`src/rtl/dtf_pkg.sv`:
```
package dtf_pkg;

  // register offsets
  localparam logic [7:0] ADDR_INTCTL = 8'h0B;
  localparam logic [7:0] ADDR_FLAGS = 8'h0C;
  localparam logic [7:0] ADDR_T1_LO = 8'h0E;
  localparam logic [7:0] ADDR_T1_HI = 8'h0F;
  localparam logic [7:0] ADDR_T1_CTRL = 8'h10;
  localparam logic [7:0] ADDR_T2_COUNT = 8'h11;
  localparam logic [7:0] ADDR_T2_CTRL = 8'h12;
  localparam logic [7:0] ADDR_ENABLES = 8'h8C;
  localparam logic [7:0] ADDR_T2_PERIOD = 8'h92;

  // first_timer_control fields
  localparam int T1_ON_BIT = 0;
  localparam int T1_SRC_BIT = 1;
  localparam int T1_SYNC_BIT = 2;
  localparam int T1_OSC_BIT = 3;
  localparam int T1_PS_LSB = 4;

  // second_timer_control fields
  localparam int T2_PS_LSB = 0;
  localparam int T2_RUN_BIT = 2;
  localparam int T2_POST_LSB = 3;

  // flag, enable and interrupt_control fields
  localparam int FLAG_T1_BIT = 0;
  localparam int FLAG_T2_BIT = 1;
  localparam int INTCTL_GIE_BIT = 1;
  localparam int INTCTL_PEIE_BIT = 0;
  localparam int INTCTL_LSB = 6;

  // pin indices into the synchronised pair
  localparam int PIN_CKI = 0;
  localparam int PIN_OSC = 1;

  // phase clock positions within one instruction cycle
  localparam logic [1:0] PHASE_Q2 = 2'h1;
  localparam logic [1:0] PHASE_Q4 = 2'h3;

  // second timer prescale terminal counts (ratio minus one)
  localparam logic [3:0] T2_DIV_00 = 4'h0;
  localparam logic [3:0] T2_DIV_01 = 4'h3;
  localparam logic [3:0] T2_DIV_1X = 4'hF;

  // reset values
  localparam logic [7:0] T2_PERIOD_RST = 8'hFF;

  typedef struct packed {
    logic [7:0] addr;
    logic [7:0] wdata;
    logic we;
    logic re;
  } dtf_bus_req_type;

  typedef struct packed {
    logic [1:0] meta;
    logic [1:0] stable;
  } dtf_sync_type;

  typedef struct packed {
    logic [1:0] phase;
    logic [5:0] t1_ctrl;
    logic [15:0] t1_count;
    logic [2:0] t1_pre;
    logic pin_prev;
    logic pre_prev;
    logic sampled;
    logic sampled_prev;
    logic [7:0] t2_count;
    logic [6:0] t2_ctrl;
    logic [7:0] t2_period;
    logic [3:0] t2_pre;
    logic [3:0] t2_post;
    logic [1:0] flags;
    logic [1:0] enables;
    logic [1:0] intctl;
    logic [7:0] rdata;
    logic irq;
  } dtf_state_type;

  localparam dtf_state_type STATE_RST = '{
    t2_period: T2_PERIOD_RST,
    default: '0
  };

endpackage

```
`src/rtl/dtf_pin_sync.sv`:
```
`timescale 1ns/10ps
`default_nettype none

module dtf_pin_sync (
  // clock and reset
  input wire logic core_clk_i,
  input wire logic srst_i,
  // asynchronous pins and their synchronised copies
  input wire logic [1:0] pins_i,
  output logic [1:0] pins_o
);
  import dtf_pkg::*;

  dtf_sync_type sync_reg, sync_next;

  always_comb begin
    sync_next = sync_reg;
    sync_next.meta = pins_i;
    sync_next.stable = sync_reg.meta;
  end

  always_ff @(posedge core_clk_i) begin
    if (srst_i) begin
      sync_reg <= '0;
    end else begin
      sync_reg <= sync_next;
    end
  end

  assign pins_o = sync_reg.stable;

endmodule // dtf_pin_sync

`default_nettype wire

```
`src/rtl/dtf_timers.sv`:
```
`timescale 1ns/10ps
`default_nettype none

// Function
// - source select clear: first timer counts one per instruction cycle.
// - in timer mode the sync control bit changes nothing.
// - source select set: count rising edges of the chosen external pin.
// - external clock runs through prescaler, then optional phase sync.
// - synced counter mode holds count in sleep; prescaler keeps counting.
// - synced counter mode increments a sync delay after the edge.
// - at 1:1 the prescaler output is sampled on second and fourth phase.
// - control bit 2 turns the second timer on or off.
// - overflow of first timer sets a sticky flag until software clears.
// - flags set regardless of enables or the global enable.
// - every reset clears the second timer count.
module dtf_timers (
  // clock and reset
  input wire logic core_clk_i,
  input wire logic srst_i,
  // register port
  input wire dtf_pkg::dtf_bus_req_type bus_req_i,
  output logic [7:0] rdata_o,
  // external clock pins and core sleep state
  input wire logic osc_in_i,
  input wire logic clk_pin_i,
  input wire logic sleep_i,
  // interrupt
  output logic irq_o
);
  import dtf_pkg::*;

  dtf_state_type state_reg, state_next;
  logic [1:0] pins_sync;
  logic t1_inc;
  logic t2_tick;

  dtf_pin_sync u_pin_sync (
    .core_clk_i(core_clk_i),
    .srst_i(srst_i),
    .pins_i({osc_in_i, clk_pin_i}),
    .pins_o(pins_sync)
  );

  always_comb begin
    logic instr_tick;
    logic ext_level;
    logic pre_out;
    logic [1:0] t1_ps;
    logic [3:0] t2_limit;
    logic [1:0] flag_set;
    logic [7:0] rd_mux;
    instr_tick = 1'b0;
    ext_level = 1'b0;
    pre_out = 1'b0;
    t1_ps = 2'h0;
    t2_limit = T2_DIV_00;
    flag_set = 2'b00;
    rd_mux = 8'h00;
    t1_inc = 1'b0;
    t2_tick = 1'b0;
    state_next = state_reg;

    // quarter-rate phase counter; the last phase closes an instruction cycle
    state_next.phase = state_reg.phase + 2'h1;
    instr_tick = (state_reg.phase == PHASE_Q4);

    // external source choice and ripple prescaler
    ext_level = state_reg.t1_ctrl[T1_OSC_BIT] ? pins_sync[PIN_OSC]
                                               : pins_sync[PIN_CKI];
    state_next.pin_prev = ext_level;
    if (state_reg.t1_ctrl[T1_SRC_BIT] && ext_level && !state_reg.pin_prev) begin
      state_next.t1_pre = state_reg.t1_pre + 3'h1;
    end
    t1_ps = state_reg.t1_ctrl[T1_PS_LSB +: 2];
    if (t1_ps == 2'h0) begin
      pre_out = ext_level;
    end else begin
      pre_out = state_reg.t1_pre[t1_ps - 2'h1];
    end
    state_next.pre_prev = pre_out;

    // phase sampler stops while the core sleeps
    if ((state_reg.phase == PHASE_Q2 || state_reg.phase == PHASE_Q4) &&
        !sleep_i) begin
      state_next.sampled = pre_out;
    end
    state_next.sampled_prev = state_reg.sampled;

    // first timer increment source
    if (!state_reg.t1_ctrl[T1_ON_BIT]) begin
      t1_inc = 1'b0;
    end else if (!state_reg.t1_ctrl[T1_SRC_BIT]) begin
      t1_inc = instr_tick;
    end else if (state_reg.t1_ctrl[T1_SYNC_BIT]) begin
      t1_inc = pre_out && !state_reg.pre_prev;
    end else begin
      t1_inc = state_reg.sampled && !state_reg.sampled_prev &&
               !sleep_i;
    end
    if (t1_inc) begin
      state_next.t1_count = state_reg.t1_count + 16'h0001;
      if (&state_reg.t1_count) begin
        flag_set[FLAG_T1_BIT] = 1'b1;
      end
    end

    // second timer prescaler
    case (state_reg.t2_ctrl[T2_PS_LSB +: 2])
      2'b00: begin
        t2_limit = T2_DIV_00;
      end
      2'b01: begin
        t2_limit = T2_DIV_01;
      end
      default: begin
        t2_limit = T2_DIV_1X;
      end
    endcase
    if (state_reg.t2_ctrl[T2_RUN_BIT] && instr_tick) begin
      if (state_reg.t2_pre >= t2_limit) begin
        state_next.t2_pre = 4'h0;
        t2_tick = 1'b1;
      end else begin
        state_next.t2_pre = state_reg.t2_pre + 4'h1;
      end
    end

    // period match, postscaler and match flag
    if (t2_tick) begin
      if (state_reg.t2_count == state_reg.t2_period) begin
        state_next.t2_count = 8'h00;
        if (state_reg.t2_post == state_reg.t2_ctrl[T2_POST_LSB +: 4]) begin
          state_next.t2_post = 4'h0;
          flag_set[FLAG_T2_BIT] = 1'b1;
        end else begin
          state_next.t2_post = state_reg.t2_post + 4'h1;
        end
      end else begin
        state_next.t2_count = state_reg.t2_count + 8'h01;
      end
    end

    // read data mux
    case (bus_req_i.addr)
      ADDR_INTCTL: begin
        rd_mux = {state_reg.intctl, 6'h00};
      end
      ADDR_FLAGS: begin
        rd_mux = {6'h00, state_reg.flags};
      end
      ADDR_T1_LO: begin
        rd_mux = state_reg.t1_count[7:0];
      end
      ADDR_T1_HI: begin
        rd_mux = state_reg.t1_count[15:8];
      end
      ADDR_T1_CTRL: begin
        rd_mux = {2'h0, state_reg.t1_ctrl};
      end
      ADDR_T2_COUNT: begin
        rd_mux = state_reg.t2_count;
      end
      ADDR_T2_CTRL: begin
        rd_mux = {1'b0, state_reg.t2_ctrl};
      end
      ADDR_ENABLES: begin
        rd_mux = {6'h00, state_reg.enables};
      end
      ADDR_T2_PERIOD: begin
        rd_mux = state_reg.t2_period;
      end
      default: begin
        rd_mux = 8'h00;
      end
    endcase
    state_next.rdata = bus_req_i.re ? rd_mux : 8'h00;

    // reading the flag register clears it
    if (bus_req_i.re && bus_req_i.addr == ADDR_FLAGS) begin
      state_next.flags = 2'b00;
    end

    // register writes override counting in the same cycle
    if (bus_req_i.we) begin
      case (bus_req_i.addr)
        ADDR_INTCTL: begin
          state_next.intctl = bus_req_i.wdata[INTCTL_LSB +: 2];
        end
        ADDR_FLAGS: begin
          state_next.flags = bus_req_i.wdata[1:0];
        end
        ADDR_T1_LO: begin
          state_next.t1_count[7:0] = bus_req_i.wdata;
          state_next.t1_pre = 3'h0;
        end
        ADDR_T1_HI: begin
          state_next.t1_count[15:8] = bus_req_i.wdata;
          state_next.t1_pre = 3'h0;
        end
        ADDR_T1_CTRL: begin
          state_next.t1_ctrl = bus_req_i.wdata[5:0];
          state_next.t1_pre = 3'h0;
        end
        ADDR_T2_COUNT: begin
          state_next.t2_count = bus_req_i.wdata;
          state_next.t2_pre = 4'h0;
          state_next.t2_post = 4'h0;
        end
        ADDR_T2_CTRL: begin
          state_next.t2_ctrl = bus_req_i.wdata[6:0];
          state_next.t2_pre = 4'h0;
          state_next.t2_post = 4'h0;
        end
        ADDR_ENABLES: begin
          state_next.enables = bus_req_i.wdata[1:0];
        end
        ADDR_T2_PERIOD: begin
          state_next.t2_period = bus_req_i.wdata;
        end
        default: begin
          state_next.t2_period = state_next.t2_period;
        end
      endcase
    end

    // a new event wins over a clear in the same cycle
    state_next.flags = state_next.flags | flag_set;

    state_next.irq = state_next.intctl[INTCTL_GIE_BIT] &&
                     state_next.intctl[INTCTL_PEIE_BIT] &&
                     |(state_next.flags & state_next.enables);
  end

  always_ff @(posedge core_clk_i) begin
    if (srst_i) begin
      state_reg <= STATE_RST;
    end else begin
      state_reg <= state_next;
    end
  end

  assign rdata_o = state_reg.rdata;
  assign irq_o = state_reg.irq;
endmodule // dtf_timers

`default_nettype wire

```
`config.mk`:
```
export PLATFORM = sky130hd
export DESIGN_NAME = dtf_timers
export DESIGN_NICKNAME = d
export VERILOG_FILES = /design/src/rtl/dtf_pkg.sv /design/src/rtl/dtf_pin_sync.sv /design/src/rtl/dtf_timers.sv
export SDC_FILE = /design/constraint.sdc
export NUM_CORES = 1
export LEC_CHECK = 0
export ABC_AREA = 1
export BUFFER_PORTS_ARGS = -buffer_cell sky130_fd_sc_hd__buf_2
export CORE_UTILIZATION = 55
export DETAILED_ROUTE_END_ITERATION = 10
export GPL_TIMING_DRIVEN = 1
export PLACE_DENSITY = 0.77
export SETUP_SLACK_MARGIN = 0.02
export SYNTH_ARGS = -nofsm -noshare
export SYNTH_HDL_FRONTEND = slang
export SYNTH_SLANG_ARGS = --single-unit
```
`constraint.sdc`:
```
create_clock -name core_clk_i -period 1.68 [get_ports core_clk_i]
set_clock_uncertainty 0.1 [all_clocks]
set_input_delay 0.336 -clock core_clk_i [delete_from_list [all_inputs] [get_ports core_clk_i]]
set_output_delay 0.336 -clock core_clk_i [all_outputs]
set_load 0.02 [all_outputs]
```
==> flow_metrics.tcl, run 1 <==
set metrics [dict create \
    clk_pin_slew_worst_paths_ns 0.08 \
    dieWidth_um 94.75 \
    rsz0062_at_grt "yes" \
    wire_per_inst_um 15.19 \
    gp_congestion 0.9118 \
    synth_warnings 0 \
    synth_edf_count 0 \
    synth-async-reset-ratio 0 \
    tightest_slew_ns 0.4534 \
    min_path_type "in2reg" \
    power_frac_seq 0.565 \
    area_delta_synth_final_pct 23.70 \
    tns_ns -1.904 \
    hp-start "osc_in_i" \
    ys_seq_elements 81 \
    final_cell_mix "nand2_1, inv_1, dfxtp_1, nor2_1, buf_4" \
    cts_tree "yes" \
    r2r_start "state_reg[31]$_SDFFE_PP0P_" \
    synthAdderAreaFrac 0.03174 \
    maxCapViolations 0 \
    seq_area_frac_synth 0.3428 \
    core_sq_um 8258 \
    vias 4776 \
    fmax_mhz 543.5 \
    crit_path_end_kind "flop" \
    overflow 0 \
    final_layout_size_suffix_gt1_frac 0.2890 \
    critPathKind "reg2reg" \
    drtIter0Drc 366 \
    largest_reg_flops 67 \
    p_sw_frac 0.2625 \
    status "finished, violations left" \
    die_y_um 94.75 \
    reg2reg_depth 10 \
    start_util 0.5729 \
    postLayoutSetupSlackWorst_ns -0.1598 \
    power.switching_mw 0.9002 \
    drc 0 \
    final_common_cell "nand2_1" \
    ff2ff_setup_slack_ns -0.16 \
    arrival_ns 2.04 \
    cts-root-buf "clkbuf_8" \
    start_kind "flop" \
    synthTopCellsByArea "dfxtp_1, nand2_1, inv_1" \
    p_int_mw 2.530 \
    ys_types 45 \
    antenna_found_initial 0 \
    crit_required_ns 1.88 \
    synth_top_area_frac 0.3428 \
    ant_nets 0 \
    viasPerCell 5.427 \
    post-route-period-util 1.095 \
    synth_flop_cell "dfxtp_1" \
    r2r_end "state_reg[42]$_SDFF_PP0_" \
    power_density_nw_per_um2 586.1 \
    h-tree-depth 3 \
    violations "negative setup slack" \
    insertion_delay_ns 0.36 \
    synth_compound_area_frac 0.1375 \
    synthSimpleGateAreaFrac 0.3139 \
    grt_use_total 0.3138 \
    syn_area_per_cell_sq_um 6.846 \
    synth.mux.area_fraction 0 \
    vdd.ir_drop.worst_mv 0.5297 \
    first_global_vias 4519 \
    grt_start_max_net_pins 27 \
    hold_end "u_pin_sync.sync_next[1]$_SDFF_PP0_" \
    startpoint "state_reg[31]$_SDFFE_PP0P_" \
    min_period_ns 1.840 \
    num-nets-final 807 \
    cts_buffers 9 \
    slew_headroom 0.6973 \
    cts_buffer_depth 2 \
    pwr-share-comb 0.072 \
    hpwl_mm 9.810 \
    crit_fanout 4 \
    clockPowerShare 0.362 \
    detail_route.first_pass.iterations 5 \
    grt_pass1_wl_mm 21.45 \
    holdBufCountCts 0 \
    netlist_area_sq_um 4731 \
    io_pins 32 \
    synth_cells 691 \
    num_rows 33 \
    synth_largest_area_cell "dfxtp_1" \
    portBuffers 31 \
    setup_violations 27 \
    post-place-ws_ns -0.2090 \
    p_leak_nw 2.908 \
    wl_mm 13.37 \
    slew_violations 0 \
    die_area_sq_um 8977 \
    antenna_cells 0 \
    hold_viol 0 \
    synth_top_family_by_area "simple AND/OR/NAND/NOR gates" \
    synth_nets 726 \
    holdPathStages 3 \
    synthXorXnorAreaFrac 0.04443 \
    clock-sinks 81 \
]
routing by layer:
metal	GRT usage	routed length, um	part of all wire	vias up
met4	0.1136	332	0.025	0
met5	0	0	0	-
met3	0.03623	892	0.067	27
li1	-	-	-	2354
met2	0.5264	6060	0.45	187
met1	0.4130	6084	0.46	2208
how the worst max path moves through the flow:
stage	end	slack [ns]
after floorplan	state_reg[38]$_SDFF_PP0_	0.01
after global placement	state_reg[45]$_SDFF_PP0_	-0.11
after detailed placement	state_reg[44]$_SDFF_PP0_	-0.21
after CTS	state_reg[15]$_SDFF_PP0_	-0.13
after global routing	state_reg[42]$_SDFF_PP0_	-0.29
final	state_reg[42]$_SDFF_PP0_	-0.16
power groups by stage:
stage          Clock (mW)  Sequential (mW)  Combinational [mW]
4_1_cts              1.25             1.94               0.240
3_3_place_gp            0             1.99               0.228
6_report             1.24             1.94               0.248
5_1_grt              1.32             1.94               0.271
2_1_floorplan           0             1.99               0.125
3_5_place_dp            0             1.99               0.234
synthesized netlist by cell type, drive strengths merged (2+ instances only):
library cell  number
xnor2              8
inv              120
nand3             51
o211ai             2
o21ai             54
a21oi             42
dfxtp             81
nand2            154
nor3              12
nor2              81
or2                4
nand4              9
a31oi              2
ha                12
buf               15
xor2              16
clkinv             2
a211oi             4
clkbuf             4
o22ai             12
through the flow:
step           cell area, sq um  hold WS [ns]  utilization  cells  total power [mW]
6_report                   5852       0.07838       0.7086    880             3.430
3_3_place_gp               5325        0.2913       0.6448    862             2.214
5_1_grt                    5852       0.08737       0.7086    880             3.530
3_5_place_dp               5325        0.3045       0.6448    862             2.221
2_1_floorplan              4757        0.2883            -    691             2.110
4_1_cts                    5694       0.07052       0.6895    879             3.429
area by class of cell:
type	count	area (sq um)
repair inverters	1	11.26
multi-input cells	470	2849
repair buffers	86	591.8
well taps	105	131.4
clock buffers	10	127.6
flip-flops and latches	81	1630
clock inverters	4	22.52
fillers	745	2406
inverters	123	488.0
what timing repair did:
item / 4_1_cts / 5_1_grt
pin swaps: 22 / 15
cloned: 3 / 0
resized for setup: 59 / 39
buffers inserted: 1 / 1
setup endpoints to repair: 33 / 34
critical path, stage by stage (launching register included):
cell and delay [ns]:
dfxtp_2 0.35, nor2_4 0.13, inv_2 0.05, ha_4 0.24, nand4_1 0.08, nand3_2 0.15, buf_12 0.12, nand4_1 0.14
o21bai_1 0.19, nand3_1 0.11, a21oi_2 0.13
logic make-up after synthesis:
logic type,Yosys count
buf+inv,142
compound gates,119
fa+ha+maj,12
simple gates,313
flops,81
xor+xnor,24
Note: power is estimated with default switching activity, not from simulation.
==> run 2, diff against run 1 <==
ABC_AREA = default   (was 1)
CORE_UTILIZATION = 54   (was 55)
==> flow_metrics.tcl, run 2 <==
set metrics [dict create \
    wl_mm 15.32 \
    netlist_area_sq_um 4374 \
    insertion_delay_ns 0.37 \
    p_sw_frac 0.2665 \
    pwr-share-comb 0.092 \
    cp.buffers_inverters 0 \
    viasPerCell 6.373 \
    post-route-period-util 1.415 \
    cts_tree "yes" \
    crit_required_ns 1.89 \
    maxCapViolations 0 \
    vias 4614 \
    fmax_mhz 420.6 \
    final_cell_mix "buf_4, dfxtp_1, nor2_1, nand2_1, buf_2" \
    seq_area_frac_synth 0.3707 \
    first_global_vias 4472 \
    io_pins 32 \
    power_density_nw_per_um2 593.1 \
    min_period_ns 2.378 \
    synth_flop_cell "dfxtp_1" \
    placedCellCount 698 \
    min_path_type "in2reg" \
    final_area_sq_um 6120 \
    hold_viol 0 \
    fin_cells 724 \
    crit_slowest_cell "or3b_4" \
    crit_path_end_kind "flop" \
    slew_headroom 0.6870 \
    violations "negative setup slack" \
    grt_use_total 0.3406 \
    cts-root-buf "clkbuf_8" \
    num_rows 32 \
    antenna_cells 0 \
    num-nets-final 652 \
    rsz0062_at_grt "yes" \
    largest_reg_flops 67 \
    antenna_found_initial 0 \
    synthTopCellsByArea "dfxtp_1, mux2i_1, xnor2_1" \
    p_leak_nw 2.465 \
    power.switching_mw 0.9673 \
    cts_buffer_depth 2 \
    yosysMostFrequentCell "dfxtp_1" \
    h-tree-depth 3 \
    crit_fanout 5 \
    power_frac_seq 0.536 \
    clockPowerShare 0.372 \
    final_common_cell "buf_4" \
    dieWidth_um 92 \
    synth_largest_area_cell "dfxtp_1" \
    placed_area_sq_um 5500 \
    critPathKind "reg2reg" \
    syn_area_per_cell_sq_um 8.819 \
    arrival_ns 2.59 \
    synth_cells 496 \
    setup_violations 37 \
    detail_route.first_pass.iterations 5 \
    status "finished, violations left" \
    crit_family "simple AND/OR/NAND/NOR gates" \
    tightest_slew_ns 0.4659 \
    area_delta_synth_final_pct 39.90 \
    cts_buffers 9 \
    ant_nets 0 \
    final_layout_size_suffix_gt1_frac 0.4116 \
    die_area_sq_um 8464 \
    synth_common_cells "dfxtp_1, nor2_1, nand2_1" \
    start_kind "flop" \
    synth_warnings 0 \
    p_int_mw 2.662 \
    vdd.ir_drop.worst_mv 0.4434 \
    start_util 0.5631 \
    overflow 0 \
    core_sq_um 7767 \
    worstPathCellList "or2_4, ha_4, nand2b_4, a2111oi_4, or3_4, nor2_4, or3b_4, o21ai_1" \
    ys_types 69 \
    synth_nets 531 \
    grt_start_max_net_pins 26 \
    clock-sinks 81 \
    drtIter0Drc 472 \
    synth_top_area_frac 0.3707 \
    synth_edf_count 0 \
    gp_congestion 0.9059 \
    hpwl_mm 9.718 \
    postLayoutSetupSlackWorst_ns -0.6977 \
    slowest_delay_ns 0.44 \
    clk_pin_slew_worst_paths_ns 0.09 \
    slew_violations 0 \
    drc 0 \
    grt_pass1_wl_mm 22.07 \
    ys_seq_elements 81 \
    portBuffers 31 \
    wire_per_inst_um 21.16 \
    synth-async-reset-ratio 0 \
    die_y_um 92 \
]
run 2: changes by cell type after synthesis, moves of 17 or more:
cell / delta
mux2i_1: +26
inv_1: -100
o21ai_0: -44
a21oi_1: -21
nand3_1: -17
nand2_1: -93
nor2_1: -26
run 2: area by class of cell:
| type | instances | area (sq um) |
|---|---|---|
| Timing Repair Buffer | 144 | 1104 |
| Multi-Input combinational cell | 371 | 3040 |
| Sequential cell | 81 | 1632 |
| Inverter | 10 | 37.54 |
| Fill cell | 490 | 1648 |
| Clock inverter | 5 | 37.54 |
| Tap cell | 102 | 127.6 |
| Clock buffer | 11 | 141.4 |
run 2: worst paths after layout:
kind / startpoint / to / slack [ns] / cells after the start
worst max-delay path: state_reg[31]$_SDFFE_PP0P_ / state_reg[43]$_SDFF_PP0_ / -0.70 / 8
worst min-delay path: clk_pin_i / u_pin_sync.sync_next[0]$_SDFF_PP0_ / 0.07 / 2
worst max register to register: state_reg[31]$_SDFFE_PP0P_ / state_reg[43]$_SDFF_PP0_ / -0.70 / 8
worst min register to register: u_pin_sync.sync_next[0]$_SDFF_PP0_ / u_pin_sync.pins_o[0]$_SDFF_PP0_ / 0.36 / 1
run 2: power groups by stage:
stage / Combinational (mW) / Sequential, mW / Clock [mW]
6_report: 0.334 / 1.94 / 1.35
3_3_place_gp: 0.285 / 1.99 / 0
4_1_cts: 0.308 / 1.94 / 1.33
3_5_place_dp: 0.295 / 1.99 / 0
2_1_floorplan: 0.139 / 1.99 / 0
5_1_grt: 0.346 / 1.95 / 1.43
run 2: through the flow:
step | worst slack [ns] | TNS, ns | total power, mW | utilization | hold slack [ns]
floorplan | -0.4933 | -14.69 | 2.124 | - | 0.3138
CTS | -0.5852 | -18.29 | 3.581 | 0.7605 | 0.07584
global route | -0.7301 | -22.46 | 3.718 | 0.7879 | 0.07880
detailed placement | -0.7089 | -28.47 | 2.283 | 0.7081 | 0.3325
global placement | -0.6177 | -25.57 | 2.271 | 0.7081 | 0.3196
finish | -0.6977 | -20.54 | 3.629 | 0.7879 | 0.07440
run 2: routing by layer:
metal | wire length (um) | vias up | track usage
met5 | 0 | - | 0
met4 | 922 | 0 | 0.2135
met3 | 1265 | 93 | 0.05970
met2 | 7200 | 316 | 0.5659
met1 | 5929 | 2176 | 0.4062
li1 | - | 2029 | -
run 2: worst reg2reg max path, delay by kind of cell (launching register included):
kind | cells | cell delay, ns
flops | 1 | 0.34
compound gates | 2 | 0.46
fa+ha+maj | 1 | 0.24
simple gates | 5 | 1.19
run 2: cell families (layout without fill, tap and decap cells):
logic type      count (synthesis)  in the layout  synth area share
buf+inv                        45            170           0.05463
xor+xnor                       38             38           0.07609
fa+ha+maj                      12             12           0.03432
mux                            28             28           0.06550
simple gates                  209            209            0.2537
flops                          81             81            0.3707
compound gates                 83             84            0.1450
run 2: what timing repair did:
item	4_1_cts	5_1_grt
gates cloned	1	0
pin swaps	31	26
hold buffers	0	0
gates resized for setup	38	36
setup endpoints to repair	40	55
setup buffers	5	5
==> run 3, diff against run 2 <==
CORE_UTILIZATION = 25   (was 54)
PLACE_DENSITY = 0.42   (was 0.77)
==> flow_metrics.tcl, run 3 (synthesis gave the netlist of run 2 again) <==
set metrics [dict create \
    fillCellCount 1727 \
    status "finished, violations left" \
    drtIter0Drc 254 \
    setup_violations 36 \
    portBuffers 31 \
    start_kind "flop" \
    core_sq_um 16820 \
    num_rows 47 \
    insertion_delay_ns 0.35 \
    die_area_sq_um 18030 \
    cts_buffers 9 \
    slew_violations 0 \
    postLayoutSetupSlackWorst_ns -0.5767 \
    drc 0 \
    p_leak_nw 2.516 \
    crit_fanout 8 \
    cts-root-buf "clkbuf_16" \
    fmax_mhz 443.1 \
    grt_use_total 0.1664 \
    largest_reg_flops 67 \
    clk_pin_slew_worst_paths_ns 0.06 \
    viasPerCell 4.821 \
    final_layout_size_suffix_gt1_frac 0.4247 \
    dieWidth_um 134.3 \
    io_pins 32 \
    antenna_cells 0 \
    violations "negative setup slack" \
    power_frac_seq 0.464 \
    placedCellCount 830 \
    power.switching_mw 1.026 \
    vias 4103 \
    post-route-period-util 1.343 \
    area_delta_synth_final_pct 47.23 \
    pwr-share-comb 0.077 \
    clock-sinks 81 \
    p_int_mw 3.168 \
    overflow 0 \
    seqCellArea_sq_um 1632 \
    final_cell_mix "buf_4, dfxtp_1, nor2_1, nand2_1, buf_2" \
    grt_start_max_net_pins 33 \
    holdPathStages 2 \
    power_density_nw_per_um2 651.3 \
    antenna_found_initial 0 \
    final_common_cell "buf_4" \
    fin_cells 851 \
    clockPowerShare 0.460 \
    hpwl_mm 10.63 \
    crit_path_end_kind "flop" \
    ant_nets 0 \
    wl_mm 13.99 \
    detail_route.first_pass.iterations 4 \
    wire_per_inst_um 16.44 \
    first_global_vias 4196 \
    cts_buffer_depth 2 \
    rsz0062_at_grt "yes" \
    maxCapViolations 0 \
    num-nets-final 661 \
    cts_tree "yes" \
    min_period_ns 2.257 \
    min_path_type "in2reg" \
    slew_headroom 0.7086 \
    start_util 0.2601 \
    reg2reg_depth 10 \
    tns_ns -17.12 \
    die_y_um 134.3 \
    h-tree-depth 3 \
    multi_input_area_sq_um 2997 \
    hold_viol 0 \
    p_sw_frac 0.2446 \
    postLayoutCoreUtil 0.3829 \
    crit_required_ns 1.82 \
    gp_congestion 0.8044 \
    grt_pass1_wl_mm 22.91 \
    critPathKind "reg2reg" \
    tightest_slew_ns 0.4249 \
    arrival_ns 2.40 \
    vdd.ir_drop.worst_mv 0.5265 \
]
run 3: cell type report:
cell class / count / area share
Sequential cell: 81 / 0.2534
Clock inverter: 4 / 0.004080
Clock buffer: 12 / 0.04002
Timing Repair Buffer: 154 / 0.1887
Inverter: 10 / 0.005829
Tap cell: 220 / 0.04274
Multi-Input combinational cell: 370 / 0.4653
run 3: repair_timing:
item	in CTS	in global routing
buffers inserted	6	0
pin swaps	41	27
gates cloned	0	0
setup endpoints to repair	43	52
resized for setup	37	33
hold buffers	0	0
run 3: power by group through the flow:
stage	clock network [mW]	registers [mW]	logic, mW
after floorplan	0	1.99	0.139
after global placement	0	1.99	0.301
after CTS	1.98	1.94	0.313
final	1.93	1.94	0.322
after detailed placement	0	1.99	0.303
after global routing	2.07	1.94	0.348
run 3: routing by layer:
layer	share of wire	GRT usage	vias to the layer above
li1	-	-	2047
met1	0.48	0.2261	1988
met2	0.47	0.2642	52
met3	0.036	0.02494	16
met4	0.016	0.06367	0
met5	0	0	-
run 3: worst paths after layout:
path	startpoint	to	slack, ns
setup reg to reg	state_reg[73]$_SDFFE_PP0P_	state_reg[61]$_SDFF_PP0_	-0.58
hold / removal	osc_in_i	u_pin_sync.sync_next[1]$_SDFF_PP0_	0.1
setup / recovery	state_reg[73]$_SDFFE_PP0P_	state_reg[61]$_SDFF_PP0_	-0.58
hold reg to reg	u_pin_sync.sync_next[1]$_SDFF_PP0_	u_pin_sync.pins_o[1]$_SDFF_PP0_	0.33
run 3: stage by stage:
step | hold slack (ns) | power (mW) | setup slack [ns] | instance area [sq um]
6_report | 0.09802 | 4.194 | -0.5767 | 6440
5_1_grt | 0.1122 | 4.366 | -0.6462 | 6440
4_1_cts | 0.09263 | 4.240 | -0.5984 | 6271
3_5_place_dp | 0.3237 | 2.290 | -0.7131 | 5778
3_3_place_gp | 0.3319 | 2.288 | -0.7068 | 5778
2_1_floorplan | 0.3138 | 2.124 | -0.4933 | 4617
run 3: critical path, stage by stage, from the launching register on:
cell and delay, ns:
dfxtp_4 0.34, inv_2 0.04, ha_4 0.25, mux2_4 0.31, a221oi_4 0.32, o32ai_4 0.12
buf_12 0.16, buf_12 0.12, nand4_1 0.11, xnor2_1 0.09, a22o_1 0.18
